`src/core/asrp_pkg.sv`:
```
package asrp_pkg;
  // byte addresses on the bus
  localparam logic [31:0] CTRL_ADDR   = 32'hb000_9004;
  localparam logic [31:0] STAT_ADDR   = 32'hb000_904c;
  localparam logic [31:0] CTRL_RESET  = 32'h0000_0000;
  // only documented control fields take writes
  localparam logic [31:0] CTRL_WMASK  = 32'h0001_f1fb;
  localparam logic [31:0] ZERO_WORD   = 32'h0000_0000;
  localparam int          DATA_W      = 32;
  localparam int          LANE_W      = 8;
  localparam int          LANES       = 4;
  // control field positions
  localparam int GLB_RST_BIT   = 16;
  localparam int REC_SEL_HI    = 15;
  localparam int REC_SEL_LO    = 14;
  localparam int PLAY_SEL_HI   = 13;
  localparam int PLAY_SEL_LO   = 12;
  localparam int CL_REC_BIT    = 8;
  localparam int CL_PLAY_BIT   = 7;
  localparam int I2S_REC_BIT   = 6;
  localparam int I2S_PLAY_BIT  = 5;
  localparam int CNT_EN_BIT    = 4;
  localparam int ZERO_EN_BIT   = 3;
  localparam int CL_RST_BIT    = 1;
  localparam int I2S_RST_BIT   = 0;
  // channel select codes
  localparam logic [1:0] REC_DUAL    = 2'h3;
  localparam logic [1:0] REC_LEFT    = 2'h1;
  localparam logic [1:0] REC_RIGHT   = 2'h2;
  localparam logic [1:0] PLAY_STEREO = 2'h3;
  localparam logic [1:0] PLAY_MONO   = 2'h2;
  // status field positions
  localparam int ST_I2S_RST    = 0;
  localparam int ST_CL_RST     = 1;
  localparam int ST_GLB_RST    = 2;
  localparam int ST_REC_LEFT   = 3;
  localparam int ST_REC_RIGHT  = 4;
  localparam int ST_PLAY_ST    = 5;
  localparam int ST_PLAY_MONO  = 6;
  localparam int ST_REC_BAD    = 7;
  localparam int ST_PLAY_BAD   = 8;
endpackage

```
`src/core/asrp_rst_gen.sv`:
```
`timescale 1ns/1ps
`default_nettype none
module asrp_rst_gen
(
  input  wire logic clk_i,
  input  wire logic rst_i,
  input  wire logic ce_i,
  input  wire logic glb_req_i,
  input  wire logic i2s_req_i,
  input  wire logic cl_req_i,
  output logic      glb_rst_o,
  output logic      i2s_rst_o,
  output logic      cl_rst_o
);
  // sub-blocks stay in reset while the system reset is up
  always_ff @(posedge clk_i)
  begin
    if (rst_i)
    begin
      glb_rst_o <= 1'b1;
      i2s_rst_o <= 1'b1;
      cl_rst_o  <= 1'b1;
    end
    else if (ce_i)
    begin
      glb_rst_o <= glb_req_i;
      i2s_rst_o <= glb_req_i | i2s_req_i;
      cl_rst_o  <= glb_req_i | cl_req_i;
    end
  end
endmodule
`default_nettype wire

```
`src/core/asrp_chan_dec.sv`:
```
`timescale 1ns/1ps
`default_nettype none
module asrp_chan_dec
(
  input  wire logic       clk_i,
  input  wire logic       rst_i,
  input  wire logic       ce_i,
  input  wire logic [1:0] rec_sel_i,
  input  wire logic [1:0] play_sel_i,
  input  wire logic       adc_src_i,
  output logic            rec_left_o,
  output logic            rec_right_o,
  output logic            rec_bad_o,
  output logic            play_stereo_o,
  output logic            play_mono_o,
  output logic            play_bad_o
);
  // reserved codes open no channel and raise a flag instead, except record code 00 with the converter source, which opens left
  always_ff @(posedge clk_i)
  begin
    if (rst_i)
    begin
      rec_left_o    <= 1'b0;
      rec_right_o   <= 1'b0;
      rec_bad_o     <= 1'b0;
      play_stereo_o <= 1'b0;
      play_mono_o   <= 1'b0;
      play_bad_o    <= 1'b0;
    end
    else if (ce_i)
    begin
      // the converter source is mono: left only, whatever the code
      rec_left_o    <= adc_src_i ? 1'b1 :
                       (rec_sel_i == asrp_pkg::REC_DUAL) |
                       (rec_sel_i == asrp_pkg::REC_LEFT);
      rec_right_o   <= ~adc_src_i &
                       ((rec_sel_i == asrp_pkg::REC_DUAL) |
                        (rec_sel_i == asrp_pkg::REC_RIGHT));
      rec_bad_o     <= ~adc_src_i & (rec_sel_i == 2'h0);
      play_stereo_o <= (play_sel_i == asrp_pkg::PLAY_STEREO);
      play_mono_o   <= (play_sel_i == asrp_pkg::PLAY_MONO);
      play_bad_o    <= ~play_sel_i[1];
    end
  end
endmodule
`default_nettype wire

```
`src/core/asrp_ctrl.sv`:
```
// Operation
// - Bit 16 set holds the whole audio controller in reset, cleared lets it run.
// - Record select 11 records both channels, 01 left only, 10 right only, 00 is reserved.
// - With the converter as record source only the left channel is recorded.
// - Playback select 11 is stereo, 10 is mono, 00 and 01 are reserved.
// - Bit 8 enables the codec-link record path.
// - Bit 7 enables the codec-link playback path.
// - Bit 6 enables the I2S record path.
// - Bit 5 enables the I2S playback path.
// - Bit 4 enables the DMA countdown function, else it stays idle.
// - Bit 3 enables zero and sign detection on DMA sample data.
// - Bit 1 holds the codec-link sub-block in reset while set.
// - Bit 0 holds the I2S sub-block in reset while set.
// - All control fields are read/write and the register resets to zero.
`timescale 1ns/1ps
`default_nettype none
module asrp_ctrl
(
  input  wire logic        clk_i,
  input  wire logic        rst_i,
  input  wire logic        ce_i,
  // classic wishbone slave
  input  wire logic        cyc_i,
  input  wire logic        stb_i,
  input  wire logic        we_i,
  input  wire logic [31:0] adr_i,
  input  wire logic [3:0]  sel_i,
  input  wire logic [31:0] dat_i,
  output logic      [31:0] dat_o,
  output logic             ack_o,
  // record source from the controller: converter selected
  input  wire logic        adc_src_i,
  // resets toward the controller and its sub-blocks
  output logic             audio_ctrl_global_rst_o,
  output logic             i2s_subblock_rst_o,
  output logic             codec_link_subblock_rst_o,
  // path enables
  output logic             codec_link_record_en_o,
  output logic             codec_link_play_en_o,
  output logic             i2s_record_en_o,
  output logic             i2s_play_en_o,
  output logic             dma_count_en_o,
  output logic             dma_zero_det_en_o,
  // channel layout
  output logic             rec_left_en_o,
  output logic             rec_right_en_o,
  output logic             play_stereo_o,
  output logic             play_mono_o
);

  ////////////////////////////////////////////////////////////////////////////
  // address decode, used by both the write and the read side
  // full 32-bit compare: the block maps its control and status
  // words only, since an alias would let a stray pointer hit the resets

  function automatic logic addr_hit
  (
    input logic [31:0] adr,
    input logic [31:0] target
  );
    addr_hit = (adr == target);
  endfunction

  logic        req;
  logic        wr_ctrl;
  logic        rd_ctrl;
  logic        rd_stat;
  logic [31:0] ctrl;
  logic [31:0] stat;
  logic [31:0] lane_mask;
  logic [31:0] next_ctrl;
  logic [31:0] next_dat;

  // a new request is one not yet acknowledged
  assign req     = cyc_i & stb_i & ~ack_o;
  assign wr_ctrl = req & we_i & addr_hit(adr_i, asrp_pkg::CTRL_ADDR);
  assign rd_ctrl = addr_hit(adr_i, asrp_pkg::CTRL_ADDR);
  assign rd_stat = addr_hit(adr_i, asrp_pkg::STAT_ADDR);

  ////////////////////////////////////////////////////////////////////////////
  // byte lanes: sel_i widens into a bit mask

  genvar g;
  generate
    for (g = 0; g < asrp_pkg::LANES; g++)
    begin : g_lane
      assign lane_mask[g*asrp_pkg::LANE_W +: asrp_pkg::LANE_W] =
        {asrp_pkg::LANE_W{sel_i[g]}};
    end
  endgenerate

  // a lane left low keeps its byte as it was
  // reserved positions never take a write, so they stay zero
  assign next_ctrl = (ctrl & ~(lane_mask & asrp_pkg::CTRL_WMASK)) |
                     (dat_i & lane_mask & asrp_pkg::CTRL_WMASK);

  ////////////////////////////////////////////////////////////////////////////
  // control register

  // control word layout
  //   [31:17] reserved, read as zero
  //   [16]    global reset of the whole controller
  //   [15:14] record channel code: 11 both, 01 left, 10 right, 00 none
  //   [13:12] playback code: 11 stereo, 10 mono, 0x none
  //   [11:9]  reserved, read as zero
  //   [8]     codec-link record path
  //   [7]     codec-link playback path
  //   [6]     i2s record path
  //   [5]     i2s playback path
  //   [4]     dma countdown
  //   [3]     dma zero and sign detection
  //   [2]     reserved, read as zero
  //   [1]     codec-link sub-block reset
  //   [0]     i2s sub-block reset
  // the word keeps what software wrote; the global reset bit gates the path and
  // dma enables but does not clear the word, so software can drop the bit
  // and resume with the settings it already made
  // written on the edge that raises ack
  always_ff @(posedge clk_i)
  begin
    if (rst_i)
    begin
      ctrl <= asrp_pkg::CTRL_RESET;
    end
    else if (ce_i && wr_ctrl)
    begin
      ctrl <= next_ctrl;
    end
  end

  ////////////////////////////////////////////////////////////////////////////
  // bus answer

  // timing of one access, edges counted from the one that takes it:
  //   edge 0: request seen, write lands, read word captured, ack rises
  //   edge 1: ack falls; the master must have dropped stb by now, or
  //           the request is taken again at edge 2
  //   edge 1: derived outputs show the new control word
  // a low clock enable stretches every step by the cycles it is low
  // every request gets ack one cycle later, mapped or not, so a stray
  // access never hangs the bus; unmapped reads return zero
  always_ff @(posedge clk_i)
  begin
    if (rst_i)
    begin
      ack_o <= 1'b0;
    end
    else if (ce_i)
    begin
      ack_o <= req;
    end
  end

  // read mux; only the control and status words are mapped
  always_comb
  begin
    next_dat = asrp_pkg::ZERO_WORD;
    if (rd_ctrl)
    begin
      next_dat = ctrl & asrp_pkg::CTRL_WMASK;
    end
    else if (rd_stat)
    begin
      next_dat = stat;
    end
  end

  // data register holds its value until the next read
  always_ff @(posedge clk_i)
  begin
    if (rst_i)
    begin
      dat_o <= asrp_pkg::ZERO_WORD;
    end
    else if (ce_i && req && !we_i)
    begin
      dat_o <= next_dat;
    end
  end

  ////////////////////////////////////////////////////////////////////////////
  // reset outputs
  // the three reset outputs start high and stay high for one enabled edge
  // after the system reset lifts, so the sub-blocks see a clean reset
  // even when software never touches the word; a zero word then lets
  // them run

  asrp_rst_gen u_rst
  (
    .clk_i     (clk_i),
    .rst_i     (rst_i),
    .ce_i      (ce_i),
    .glb_req_i (ctrl[asrp_pkg::GLB_RST_BIT]),
    .i2s_req_i (ctrl[asrp_pkg::I2S_RST_BIT]),
    .cl_req_i  (ctrl[asrp_pkg::CL_RST_BIT]),
    .glb_rst_o (audio_ctrl_global_rst_o),
    .i2s_rst_o (i2s_subblock_rst_o),
    .cl_rst_o  (codec_link_subblock_rst_o)
  );

  ////////////////////////////////////////////////////////////////////////////
  // channel layout

  asrp_chan_dec u_chan
  (
    .clk_i         (clk_i),
    .rst_i         (rst_i),
    .ce_i          (ce_i),
    .rec_sel_i     (ctrl[asrp_pkg::REC_SEL_HI:asrp_pkg::REC_SEL_LO]),
    .play_sel_i    (ctrl[asrp_pkg::PLAY_SEL_HI:asrp_pkg::PLAY_SEL_LO]),
    .adc_src_i     (adc_src_i),
    .rec_left_o    (rec_left_en_o),
    .rec_right_o   (rec_right_en_o),
    .rec_bad_o     (stat[asrp_pkg::ST_REC_BAD]),
    .play_stereo_o (play_stereo_o),
    .play_mono_o   (play_mono_o),
    .play_bad_o    (stat[asrp_pkg::ST_PLAY_BAD])
  );

  ////////////////////////////////////////////////////////////////////////////
  // path enables
  // each enable is its own register so that a change in one path never
  // glitches another; all follow the control word one enabled edge late,
  // which keeps every output straight from a flip-flop

  logic glb_hold;
  logic i2s_hold;
  logic cl_hold;

  // a path in a held sub-block is kept off, so it cannot start a
  // transfer the instant its reset lifts before software is ready
  assign glb_hold = ctrl[asrp_pkg::GLB_RST_BIT];
  assign i2s_hold = glb_hold | ctrl[asrp_pkg::I2S_RST_BIT];
  assign cl_hold  = glb_hold | ctrl[asrp_pkg::CL_RST_BIT];

  // codec-link record path
  // off while the codec-link sub-block or the whole controller is held
  always_ff @(posedge clk_i)
  begin
    if (rst_i)
    begin
      codec_link_record_en_o <= 1'b0;
    end
    else if (ce_i)
    begin
      codec_link_record_en_o <= ctrl[asrp_pkg::CL_REC_BIT] & ~cl_hold;
    end
  end

  // codec-link playback path
  // off while the codec-link sub-block or the whole controller is held
  always_ff @(posedge clk_i)
  begin
    if (rst_i)
    begin
      codec_link_play_en_o <= 1'b0;
    end
    else if (ce_i)
    begin
      codec_link_play_en_o <= ctrl[asrp_pkg::CL_PLAY_BIT] & ~cl_hold;
    end
  end

  // i2s record path
  // off while the i2s sub-block or the whole controller is held
  always_ff @(posedge clk_i)
  begin
    if (rst_i)
    begin
      i2s_record_en_o <= 1'b0;
    end
    else if (ce_i)
    begin
      i2s_record_en_o <= ctrl[asrp_pkg::I2S_REC_BIT] & ~i2s_hold;
    end
  end

  // i2s playback path
  // off while the i2s sub-block or the whole controller is held
  always_ff @(posedge clk_i)
  begin
    if (rst_i)
    begin
      i2s_play_en_o <= 1'b0;
    end
    else if (ce_i)
    begin
      i2s_play_en_o <= ctrl[asrp_pkg::I2S_PLAY_BIT] & ~i2s_hold;
    end
  end

  // dma countdown helper
  // follows the global reset only; the sub-block bits do not touch it
  always_ff @(posedge clk_i)
  begin
    if (rst_i)
    begin
      dma_count_en_o <= 1'b0;
    end
    else if (ce_i)
    begin
      dma_count_en_o <= ctrl[asrp_pkg::CNT_EN_BIT] & ~glb_hold;
    end
  end

  // dma zero and sign detection helper
  // follows the global reset only; the sub-block bits do not touch it
  always_ff @(posedge clk_i)
  begin
    if (rst_i)
    begin
      dma_zero_det_en_o <= 1'b0;
    end
    else if (ce_i)
    begin
      dma_zero_det_en_o <= ctrl[asrp_pkg::ZERO_EN_BIT] & ~glb_hold;
    end
  end

  ////////////////////////////////////////////////////////////////////////////
  // status word, read only; it mirrors the outputs, not the control word,
  // so software can see when a change has reached the sub-blocks
  //   [0]    i2s sub-block reset out
  //   [1]    codec-link sub-block reset out
  //   [2]    global reset out
  //   [3]    record left open
  //   [4]    record right open
  //   [5]    playback stereo
  //   [6]    playback mono
  //   [7]    record code reserved while the converter is not the source
  //   [8]    playback code reserved
  //   [31:9] zero

  assign stat[asrp_pkg::ST_I2S_RST]   = i2s_subblock_rst_o;
  assign stat[asrp_pkg::ST_CL_RST]    = codec_link_subblock_rst_o;
  assign stat[asrp_pkg::ST_GLB_RST]   = audio_ctrl_global_rst_o;
  assign stat[asrp_pkg::ST_REC_LEFT]  = rec_left_en_o;
  assign stat[asrp_pkg::ST_REC_RIGHT] = rec_right_en_o;
  assign stat[asrp_pkg::ST_PLAY_ST]   = play_stereo_o;
  assign stat[asrp_pkg::ST_PLAY_MONO] = play_mono_o;
  assign stat[31:asrp_pkg::ST_PLAY_BAD+1] = '0;

endmodule
`default_nettype wire

```
`config.mk`:
```
export PLATFORM = sky130hd
export DESIGN_NAME = asrp_ctrl
export DESIGN_NICKNAME = d
export VERILOG_FILES = /design/src/core/asrp_pkg.sv /design/src/core/asrp_rst_gen.sv /design/src/core/asrp_chan_dec.sv /design/src/core/asrp_ctrl.sv
export SDC_FILE = /design/constraint.sdc
export NUM_CORES = 1
export LEC_CHECK = 0
export CORE_UTILIZATION = 50
export DETAILED_ROUTE_END_ITERATION = 10
export DONT_BUFFER_PORTS = 1
export SLEW_MARGIN = 20
export SYNTH_ARGS = -nofsm -noshare
export SYNTH_HDL_FRONTEND = slang
export SYNTH_SLANG_ARGS = --single-unit
```
`constraint.sdc`:
```
create_clock -name clk_i -period 3 [get_ports clk_i]
set_input_delay 0.15 -clock clk_i [delete_from_list [all_inputs] [get_ports clk_i]]
set_output_delay 0.15 -clock clk_i [all_outputs]
set_load 0.01 [all_outputs]
```
### Word level (Yosys, flattened, before mapping)

Cells that the tools add are included.

| operators by class | value |
|---|---|
| eq/ne operators | 7 |
| muxes and demuxes | 3 |
| bitwise gates (word level) | 26 |
| reduce and logical (&&, ||, !) cells | 5 |

Operators by type and width:

| cell | count |
|---|---|
| $eq A32 B32 Y1 const B | 2 |
| $and A32 B32 Y32 | 1 |
| $not A17 Y32 | 1 |
| $or A32 B17 Y32 | 1 |
| $and A17 B17 Y17 | 1 |
| $mux W17 | 1 |
| $and A1 B1 Y1 | 12 |
| $mux W9 | 1 |
| $eq A2 B2 Y1 const B | 4 |
| $not A1 Y1 | 6 |
| $or A1 B1 Y1 | 4 |
| $logic_and A1 B1 Y1 | 3 |
| $eq A2 B1 Y1 const B | 1 |
| $logic_not A2 Y1 | 1 |
| $logic_not A1 Y1 | 1 |
| $mux W1 | 1 |

| storage, ports and cells | value |
|---|---|
| register bits after elaboration | 80 |
| input bits | 75 |
| logic and storage cells | 59 |

### Depth between registers and ports, before layout

Gate-level depths: netlist of run 1.

| logic depth | value |
|---|---|
| depth after elaboration | 5 |
| gate-level depth with buffers | 7 |
| mapped depth without buffers | 4 |

### Cells and area by module

A second synthesis of run 1 with hierarchy kept.

| unflattened totals | value |
|---|---|
| cell total of the unflattened synthesis | 224 |
| area total of the unflattened synthesis | 2097.0 um^2 |

By module, submodules not included:

| module | instances | cells an instance | area each (um^2) | sequential area each (um^2) |
|---|---|---|---|---|
| asrp_ctrl | 1 | 188 | 1757.9 | 680.7 |
| asrp_chan_dec | 1 | 24 | 226.5 | 120.1 |
| asrp_rst_gen | 1 | 12 | 112.6 | 60.1 |

### Least setup slack after synthesis of run 1

No wires, ideal clock.

| path | value |
|---|---|
| path kind | flip-flop to flip-flop |
| start | register ack_o |
| end | register dat_o[0] |
| arrival time | 1.417 ns |
| data required time | 2.940 ns |
| path slack | 1.523 ns |
| cell stages (with the launch flop) | 6 |
| buffers on the path | 1 |
| period minus slack after synthesis | 1.477 ns |
| cell sequence | dfxtp_1 -> and4b_1 -> buf_4 -> nand3_2 -> nor4_4 -> a221o_1 |

| between the ends | value |
|---|---|
| cells in the longest elaborated chain, start to end | 4 |

Ends and longest elaborated chain:

| what | line | source |
|---|---|---|
| start, declared | asrp_ctrl.sv:30 | `output logic ack_o,` |
| start signal, assigned | asrp_ctrl.sv:150 | `ack_o <= req;` |
| $not A1 Y1 | asrp_ctrl.sv:75 | `assign req = cyc_i & stb_i & ~ack_o;` |
| $and A1 B1 Y1 | asrp_ctrl.sv:75 |  |
| $logic_and A1 B1 Y1 (2 in a row) | asrp_ctrl.sv:175 | `else if (ce_i && req && !we_i)` |
| end signal, assigned | asrp_ctrl.sv:173 | `dat_o <= asrp_pkg::ZERO_WORD;` |
| end signal, assigned | asrp_ctrl.sv:177 | `dat_o <= next_dat;` |
| end, declared | asrp_ctrl.sv:29 | `output logic [31:0] dat_o,` |

No other way between the ends.
A chain may end at the register's enable or synchronous reset.

==> results of run 1 <==
-- Yosys cell counts, drive strengths merged --
cell and number:
nand4 20, nor2b 1, nor4 6, and3 2, nand3b 2, inv 5
or2 1, nor2 9, o31ai 13, or3 1, nand2 21, nand3 9
mux2i 2, and4 2, a21oi 30, or4 1, dfxtp 43, o21ai 2
conb 1, and4bb 1, and2 9, nor4b 4, buf 25, a221o 8
clkbuf 8, a211oi 1, and4b 1, a22o 1
-- logic make-up (layout without fill, tap and decap cells) --
family                 Yosys count  after routing  synth area share
other                            1             18           0.00178
AO/OA/AOI/OAI                   55             55             0.168
multiplexers                     2              2           0.00951
AND/OR/NAND/NOR                 90             90             0.305
buffers and inverters           38             18             0.106
flip-flops                      43             43             0.409
-- power breakdown --
part	internal, mW	leakage [nW]	switching [mW]	total [mW]
clock	0.163	0.0412	0.197	0.359
combinational	0.0161	0.363	0.0358	0.0520
sequential	0.576	0.348	0.00695	0.583
-- worst max-delay path, stage by stage (launching register included) --
cell	delay (ns)
dfxtp_1	0.36
and4b_1	0.52
nand3_1	0.33
o31ai_1	0.28
a21oi_1	0.10
dlygate4sd3_1	0.59
-- stage by stage --
step / util / instance area, µm² / total power, mW / std cells
after floorplan: - / 2170 / 0.659 / 246
final: 0.535 / 2150 / 0.994 / 276
after CTS: 0.536 / 2160 / 0.996 / 276
after global placement: 0.505 / 2030 / 0.637 / 264
after detailed placement: 0.505 / 2030 / 0.638 / 264
after global routing: 0.535 / 2150 / 1.03 / 276
-- final cells by class --
cell class                 instances  area, µm²
fill                             380       1870
multi-input combinational        165       1080
sequential                        43        861
clock buffer                       6       72.6
tap                               50       62.6
timing repair buffer               5       42.5
inverter                           5       18.8
clock inverter                     2       12.5
-- worst paths after layout --
| check | startpoint | endpoint | slack (ns) |
|---|---|---|---|
| setup / recovery | ack_o | flop | 0.70 |
| setup reg to reg | ack_o | flop | 0.70 |
| hold reg to reg | u_chan.rec_bad_o | dat_o[7] | 0.50 |
| hold / removal | ce_i | u_rst.glb_rst_o | -0.0002 |
-- layer usage --
| layer | up-vias | global-route usage |
|---|---|---|
| li1 | 805 | - |
| met3 | 4 | 0.0805 |
| met5 | - | 0 |
| met1 | 777 | 0.285 |
| met4 | 0 | 0.0718 |
| met2 | 71 | 0.396 |
-- cells in the final DEF (no fill, tap or decap), drive strengths merged --
master	n
and4bb	1
clkbuf	6
nand4	20
conb	18
dfxtp	43
and2	9
and3	2
a221o	8
a211oi	1
o31ai	13
nand2	21
and4b	1
nor4b	4
clkinvlp	1
a21oi	30
dlygate4sd3	3
buf	2
or2	1
and4	2
or4	1
nor2	9
mux2i	2
or3	1
nor4	6
nor2b	1
inv	5
nand3	9
clkinv	1
a22o	1
o21ai	2
nand3b	2
==> results.ini, run 1 <==
[status]
run_status=finished, violations left
violations=hold timing

[sta]
slew_viol_final=0
timing.hold.ws_ns=-0.000159
setup-tns-final_ns=0
finalCritPeriodShare=0.766
relSlewSlack=0.551
clock_skew_ns=0.00829
clock.fmax_ghz=0.435
hold_violations=1
finalSetupViolations=0
rsz0062_at_grt=false
tightest_slew_ns=0.674
layout_setup_ws_ns=0.701
fin_crit_ns=2.30

[routing]
viasPerCell=6.00
dr.pass1.iters=4
dr_wl_met3_um=405
drtAntennaViolNets=0
vias=1657
m1WireLength_mm=2.10
routedWlPerCell_um=18.1
wl_met2_mm=2.46
drt_iter0_markers=99
highest_layer=met4
routed_wl_mm=4.99
drc_errors=0

[cts]
hold_buffers=4
cts_sinks=43
clockBufferDepth=2
cts_buffers=5
path_clk_slew_ns=0.08
htree_num_levels=2
tritoncts=yes
cts-root-buf=clkbuf_8
insertion_delay_ns=0.30
post_cts_buffers=0
cts.repair.resized=0

[power]
ir_drop_v=0.000196
p_leak_nw=0.752
p_per_area_nw_per_um2=462

[yosys]
ys_ff_latch=43
synth_seq_area_share=0.409
synth_top_area_cell=dfxtp_1
syn-cell-area_um2=2110
yosysWarningCount=0
syn_area_per_cell_um2=9.20
ys_types=36
synth_top_area_frac=0.409
synth_area_leaders=dfxtp_1 41%, a21oi_1 7.1%, buf_4 7.1%, nand4_1 5.3%, nor4_4 5.1%
synthCells=229

[floorplan]
die_h_um=66.9
die_area_um2=4470
start_util=0.523
num_rows=23
io_pins=121
die-width_um=66.9
core-area_um2=4030

[place]
gp_congestion=0.838
preCtsSetupSlack_ns=1.10
io_buffers=0
hpwl_mm=3.59

[cells_and_area]
antennaDiodeCount=0
drive_above_1_share=0.0973
nNetsFinal=300
area_growth_pct=2.32

[global_route]
grt-ovfl-total=0
grt_usage=0.238
grt_first_pass_wirelength_mm=7.93
first_global_vias=1644
antenna_found_initial=0
grt_max_degree=32

[worst_setup_path]
worstPathArrival_ns=2.49
endpoint_kind=flop
crit_type=flop to flop
cp.required_ns=3.19
reg2reg_depth=5
crit_fanout=10
startpoint_type=flop

[worst_hold_path]
hold_class=input port to flop
min_path_cells=2

[job]
maxCapViolations=0

Note: power is estimated with default switching activity, not from simulation.
==> run 2, diff against run 1 <==
==> constraint.sdc (replaced) <==
create_clock -name clk_i -period 2.13 [get_ports clk_i]
set_input_delay 0.1065 -clock clk_i [delete_from_list [all_inputs] [get_ports clk_i]]
set_output_delay 0.1065 -clock clk_i [all_outputs]
set_load 0.01 [all_outputs]
==> run 2 against run 1 <==
Against the previous run: the run now ends clean; clock skew up 0.0029 ns; first-iteration DRC count rose by 33%; sequential share of layout area is 2.4 points lower; largest cell class unchanged.
==> results.ini, run 2 (synthesis results as in run 1) <==
[status]
run_status=complete, no violations

[worst_setup_path]
startpoint_type=flop
crit_path_max_incr_delay_ns=0.55  ; -0.04 ns
slowest_stage=dlygate4sd3_1
crit_fanout=8  ; -2
reg2reg_depth=6  ; +1
crit_type=flop to flop
cp.required_ns=2.38  ; -0.81 ns
endpoint_kind=flop
worstPathArrival_ns=2.24  ; -0.25 ns
crit_path_cell_trace=and4b_2 > buf_4 > and3_2 > nand4_1 > a21oi_1 > dlygate4sd3_1

[sta]
clock.fmax_ghz=0.504  ; +16%
slew_viol_final=0  ; unchanged
setup-tns-final_ns=0  ; unchanged
tightest_slew_ns=0.649  ; -0.0250 ns
finalCritPeriodShare=0.932  ; +0.165
finalSetupViolations=0  ; unchanged
clock_skew_ns=0.0112  ; +0.00287 ns
relSlewSlack=0.567  ; +0.0167
rsz0062_at_grt=false
hold_violations=0  ; -1
fin_crit_ns=1.98  ; -0.315 ns

[job]
maxCapViolations=0  ; unchanged

[power]
p_total_mw=1.42  ; +43%
p_leak_nw=0.813  ; +8.1%
p_per_area_nw_per_um2=621  ; +35%
ir_drop_v=0.000304  ; +55%

[routing]
routed_wl_mm=4.93  ; -1.4%
vias=1708  ; +3.1%
viasPerCell=5.91  ; -1.6%
drt_iter0_markers=132  ; +33%
dr.pass1.iters=4  ; unchanged
drc_errors=0  ; unchanged
routedWlPerCell_um=17.0  ; -5.8%
drtAntennaViolNets=0  ; unchanged

[cells_and_area]
area_growth_pct=8.79
fillers=371  ; -2.4%
ff_latch_area_um2=861  ; unchanged
nNetsFinal=313  ; +4.3%
mostFrequentLayoutCells=43 x dfxtp_1, 30 x a21oi_1, 21 x nand2_1
drive_above_1_share=0.113  ; +0.0156
multi_input_area_um2=1090  ; +0.81%
antennaDiodeCount=0  ; unchanged
final_area_um2=2290  ; +6.3%
layout_commonest_cell=dfxtp_1

[worst_hold_path]
min_path_cells=3  ; +1
hold_class=input port to flop

[cts]
htree_num_levels=2  ; unchanged
clockBufferDepth=2  ; unchanged
post_cts_buffers=0  ; unchanged
cts_buffers=5  ; unchanged
path_clk_slew_ns=0.09  ; about the same
cts_sinks=43  ; unchanged
insertion_delay_ns=0.30  ; about the same
tritoncts=yes
cts-root-buf=clkbuf_8

[floorplan]
die_h_um=66.9  ; unchanged
die-width_um=66.9  ; unchanged
io_pins=121  ; unchanged
die_area_um2=4470  ; unchanged
core-area_um2=4030  ; unchanged
start_util=0.523  ; unchanged
num_rows=23  ; unchanged

[global_route]
grt_usage=0.240  ; +0.00222
antenna_found_initial=0  ; unchanged
grt-ovfl-total=0  ; unchanged
grt_max_degree=31  ; -3.1%
first_global_vias=1624  ; -1.2%
grt_first_pass_wirelength_mm=7.96  ; +0.34%

[place]
io_buffers=0  ; unchanged
hpwl_mm=3.49  ; -3.0%
gp_congestion=0.848  ; +1.2%
placed_cell_area_um2=2040  ; +0.37%

[run 2: area by class of cell]
cell class,count,area share
Multi-Input combinational cell,165,0.477
Sequential cell,43,0.376
Timing Repair Buffer,18,0.0743
Clock buffer,6,0.0317
Tap cell,50,0.0273
Inverter,5,0.00819
Clock inverter,2,0.00546
[run 2: report_power, final]
part           switching, mW  internal (mW)
registers            0.00942          0.811
logic                 0.0563         0.0363
clock network          0.280          0.229
[run 2: layer usage]
metal	wire length, µm	vias up	global-route usage
met1	2080	786	0.290
met2	2270	85	0.390
met5	0	-	0
met3	516	6	0.0908
li1	-	831	-
met4	49	0	0.0745
[run 2: timing repair]
action / CTS / global route
resized for setup: 0 / 4
hold buffers: 16 / 0
hold endpoints to repair: 34 / 0
endpoints found under the setup margin: 0 / 3
[run 2: critical path, delay by kind of cell, from the launching register on]
family / cells / cell delay (ns)
simple gates: 3 / 0.69
compound gates: 1 / 0.17
flops: 1 / 0.35
buf+inv: 2 / 0.72
[run 2: final timing paths]
| check | from | slack (ns) | endpoint |
|---|---|---|---|
| max | ack_o | 0.15 | flop |
| min reg2reg | flop | 0.50 | flop |
| min | ce_i | 0.01 | u_rst.i2s_rst_o |
| max reg2reg | ack_o | 0.15 | flop |
[run 2: stage by stage]
step / hold WS [ns] / util / instances / setup WS (ns)
CTS: 0.00437 / 0.568 / 289 / 0.0201
global placement: 0.179 / 0.507 / 265 / 0.419
global route: 0.0202 / 0.569 / 289 / 0.0283
finish: 0.0116 / 0.569 / 289 / 0.145
detailed placement: 0.180 / 0.507 / 265 / 0.427
floorplan: 0.261 / - / 246 / 0.653
==> run 3, diff against run 2 <==
--- a/config.mk
+++ b/config.mk
@@ -8,6 +8,7 @@
 export CORE_UTILIZATION = 50
 export DETAILED_ROUTE_END_ITERATION = 10
 export DONT_BUFFER_PORTS = 1
+export GPL_TIMING_DRIVEN = 1
 export SLEW_MARGIN = 20
 export SYNTH_ARGS = -nofsm -noshare
 export SYNTH_HDL_FRONTEND = slang
==> constraint.sdc (replaced) <==
create_clock -name clk_i -period 2.13 [get_ports clk_i]
set_input_delay 0.1065 -clock clk_i [delete_from_list [all_inputs] [get_ports clk_i]]
set_output_delay 0.1065 -clock clk_i [all_outputs]
set_load 0.05 [all_outputs]
==> run 3 against run 2 <==
Against the previous run: critical path depth fell by 2; non-clock buffer count rose by 5; sequential power rose by 2%; utilization rose by 1.4 points; largest cell class unchanged.
==> results.ini, run 3 (synthesis results as in run 1) <==
[routing]
drc_errors=0  ; unchanged
vias=1756  ; +2.8%
viasPerCell=5.97  ; +1.1%
drt_iter0_markers=121  ; -8.3%
drtAntennaViolNets=0  ; unchanged
routed_wl_mm=5.22  ; +6.1%
dr.pass1.iters=4  ; unchanged
routedWlPerCell_um=17.8  ; +4.3%

[job]
maxCapViolations=0  ; unchanged

[floorplan]
core-area_um2=4030  ; unchanged
die_h_um=66.9  ; unchanged
die_area_um2=4470  ; unchanged
io_pins=121  ; unchanged
start_util=0.523  ; unchanged
num_rows=23  ; unchanged
die-width_um=66.9  ; unchanged

[worst_hold_path]
min_path_cells=3  ; unchanged
min_from=adc_src_i
min_to=u_chan.rec_right_o
hold_class=input port to flop

[worst_setup_path]
reg2reg_to=dat_o[3]
cp.required_ns=2.37  ; about the same
crit_fanout=9  ; +1
crit_type=flop to flop
worstPathArrival_ns=1.90  ; -0.34 ns
startpoint_type=flop
reg2reg_slack_ns=0.47  ; +0.33 ns
r2r_start=ack_o
endpoint_kind=flop
reg2reg_depth=4  ; -2

[place]
dp.cells=267  ; +0.75%
io_buffers=0  ; unchanged
hpwl_mm=3.60  ; +3.2%
gp_congestion=0.851  ; +0.25%
preCtsSetupSlack_ns=0.381  ; -0.0462 ns

[sta]
clock.fmax_ghz=0.603  ; +20%
fin_crit_ns=1.66  ; -0.327 ns
hold_violations=0  ; unchanged
finalCritPeriodShare=0.778  ; -0.154
rsz0062_at_grt=false
layout_setup_ws_ns=0.473  ; +0.327 ns
tightest_slew_ns=0.615  ; -0.0335 ns
clock_skew_ns=0.00656  ; -0.00460 ns
finalSetupViolations=0  ; unchanged
relSlewSlack=0.587  ; +0.0193
setup-tns-final_ns=0  ; unchanged
slew_viol_final=0  ; unchanged

[cells_and_area]
area_growth_pct=11.4
final_core_util=0.582  ; +0.0137
nNetsFinal=318  ; +1.6%
ff_latch_area_um2=861  ; unchanged
final_cells=294  ; +1.7%
drive_above_1_share=0.107  ; -0.00641
mostFrequentLayoutCells=43 x dfxtp_1, 30 x a21oi_1, 21 x nand2_1
multi_input_area_um2=1080  ; -0.80%
fillers=362  ; -2.4%
antennaDiodeCount=0  ; unchanged
layout_commonest_cell=dfxtp_1

[cts]
tritoncts=yes
insertion_delay_ns=0.30  ; about the same
post_cts_buffers=0  ; unchanged
cts_sinks=43  ; unchanged
htree_num_levels=2  ; unchanged
clockBufferDepth=2  ; unchanged
cts-root-buf=clkbuf_8
hold_buffers=19  ; +3
cts.repair.resized=0  ; unchanged
path_clk_slew_ns=0.08  ; about the same
cts_buffers=5  ; unchanged

[power]
p_leak_nw=0.848  ; +4.3%
ir_drop_v=0.000301  ; -1.2%
p_per_area_nw_per_um2=668  ; +7.6%

[global_route]
busiest_layer=met2
grtUsageMet3=0.104  ; +0.0137
use_met2=0.424  ; +0.0341
grt-ovfl-total=0  ; unchanged
grt_first_pass_wirelength_mm=8.28  ; +4.1%
first_global_vias=1734  ; +6.8%
met1_usage=0.285  ; -0.00473
grt_max_degree=30  ; -3.2%
antenna_found_initial=0  ; unchanged
grt_usage=0.250  ; +0.0102

[status]
run_status=complete, no violations

## run 3: worst max-delay path by stage
stage	start	end
after global routing	ack_o	flop
after global placement	adr_i[18]	dat_o[5]
after CTS	rst_i	dat_o[3]
after detailed placement	adr_i[17]	dat_o[3]
after floorplan	ack_o	dat_o[3]
final	ack_o	dat_o[3]
## run 3: report_power, final
part | switching, mW | internal, mW | total [mW] | leakage, nW
registers | 0.0242 | 0.811 | 0.835 | 0.348
logic | 0.114 | 0.0405 | 0.155 | 0.450
clock network | 0.282 | 0.295 | 0.577 | 0.0505
total | 0.420 | 1.15 | 1.57 | 0.848
## run 3: critical path, stage by stage, from the launching register on
cell     delay (ns)
dfxtp_1        0.31
and4b_1        0.33
nand3_2        0.15
nor4_4         0.56
a221o_1        0.25
## run 3: layout make-up
| cell class | instances | area share |
|---|---|---|
| clock buffers | 7 | 0.0411 |
| inverters | 5 | 0.00800 |
| repair buffers | 23 | 0.0917 |
| flip-flops and latches | 43 | 0.367 |
| clock inverters | 1 | 0.00320 |
| well taps | 50 | 0.0267 |
| multi-input cells | 165 | 0.462 |
## run 3: layer usage
metal	up-vias	wire (µm)
li1	832	-
met1	831	2190
met2	86	2470
met3	7	488
met4	0	68
met5	-	0
## run 3: metrics by stage
step / hold slack [ns] / area, µm² / power, mW
floorplan: 0.261 / 2170 / 1.00
detailed placement: 0.181 / 2060 / 0.975
finish: 0.0252 / 2350 / 1.57
global placement: 0.179 / 2060 / 0.974
CTS: 0.0214 / 2350 / 1.57
global route: 0.0407 / 2350 / 1.62
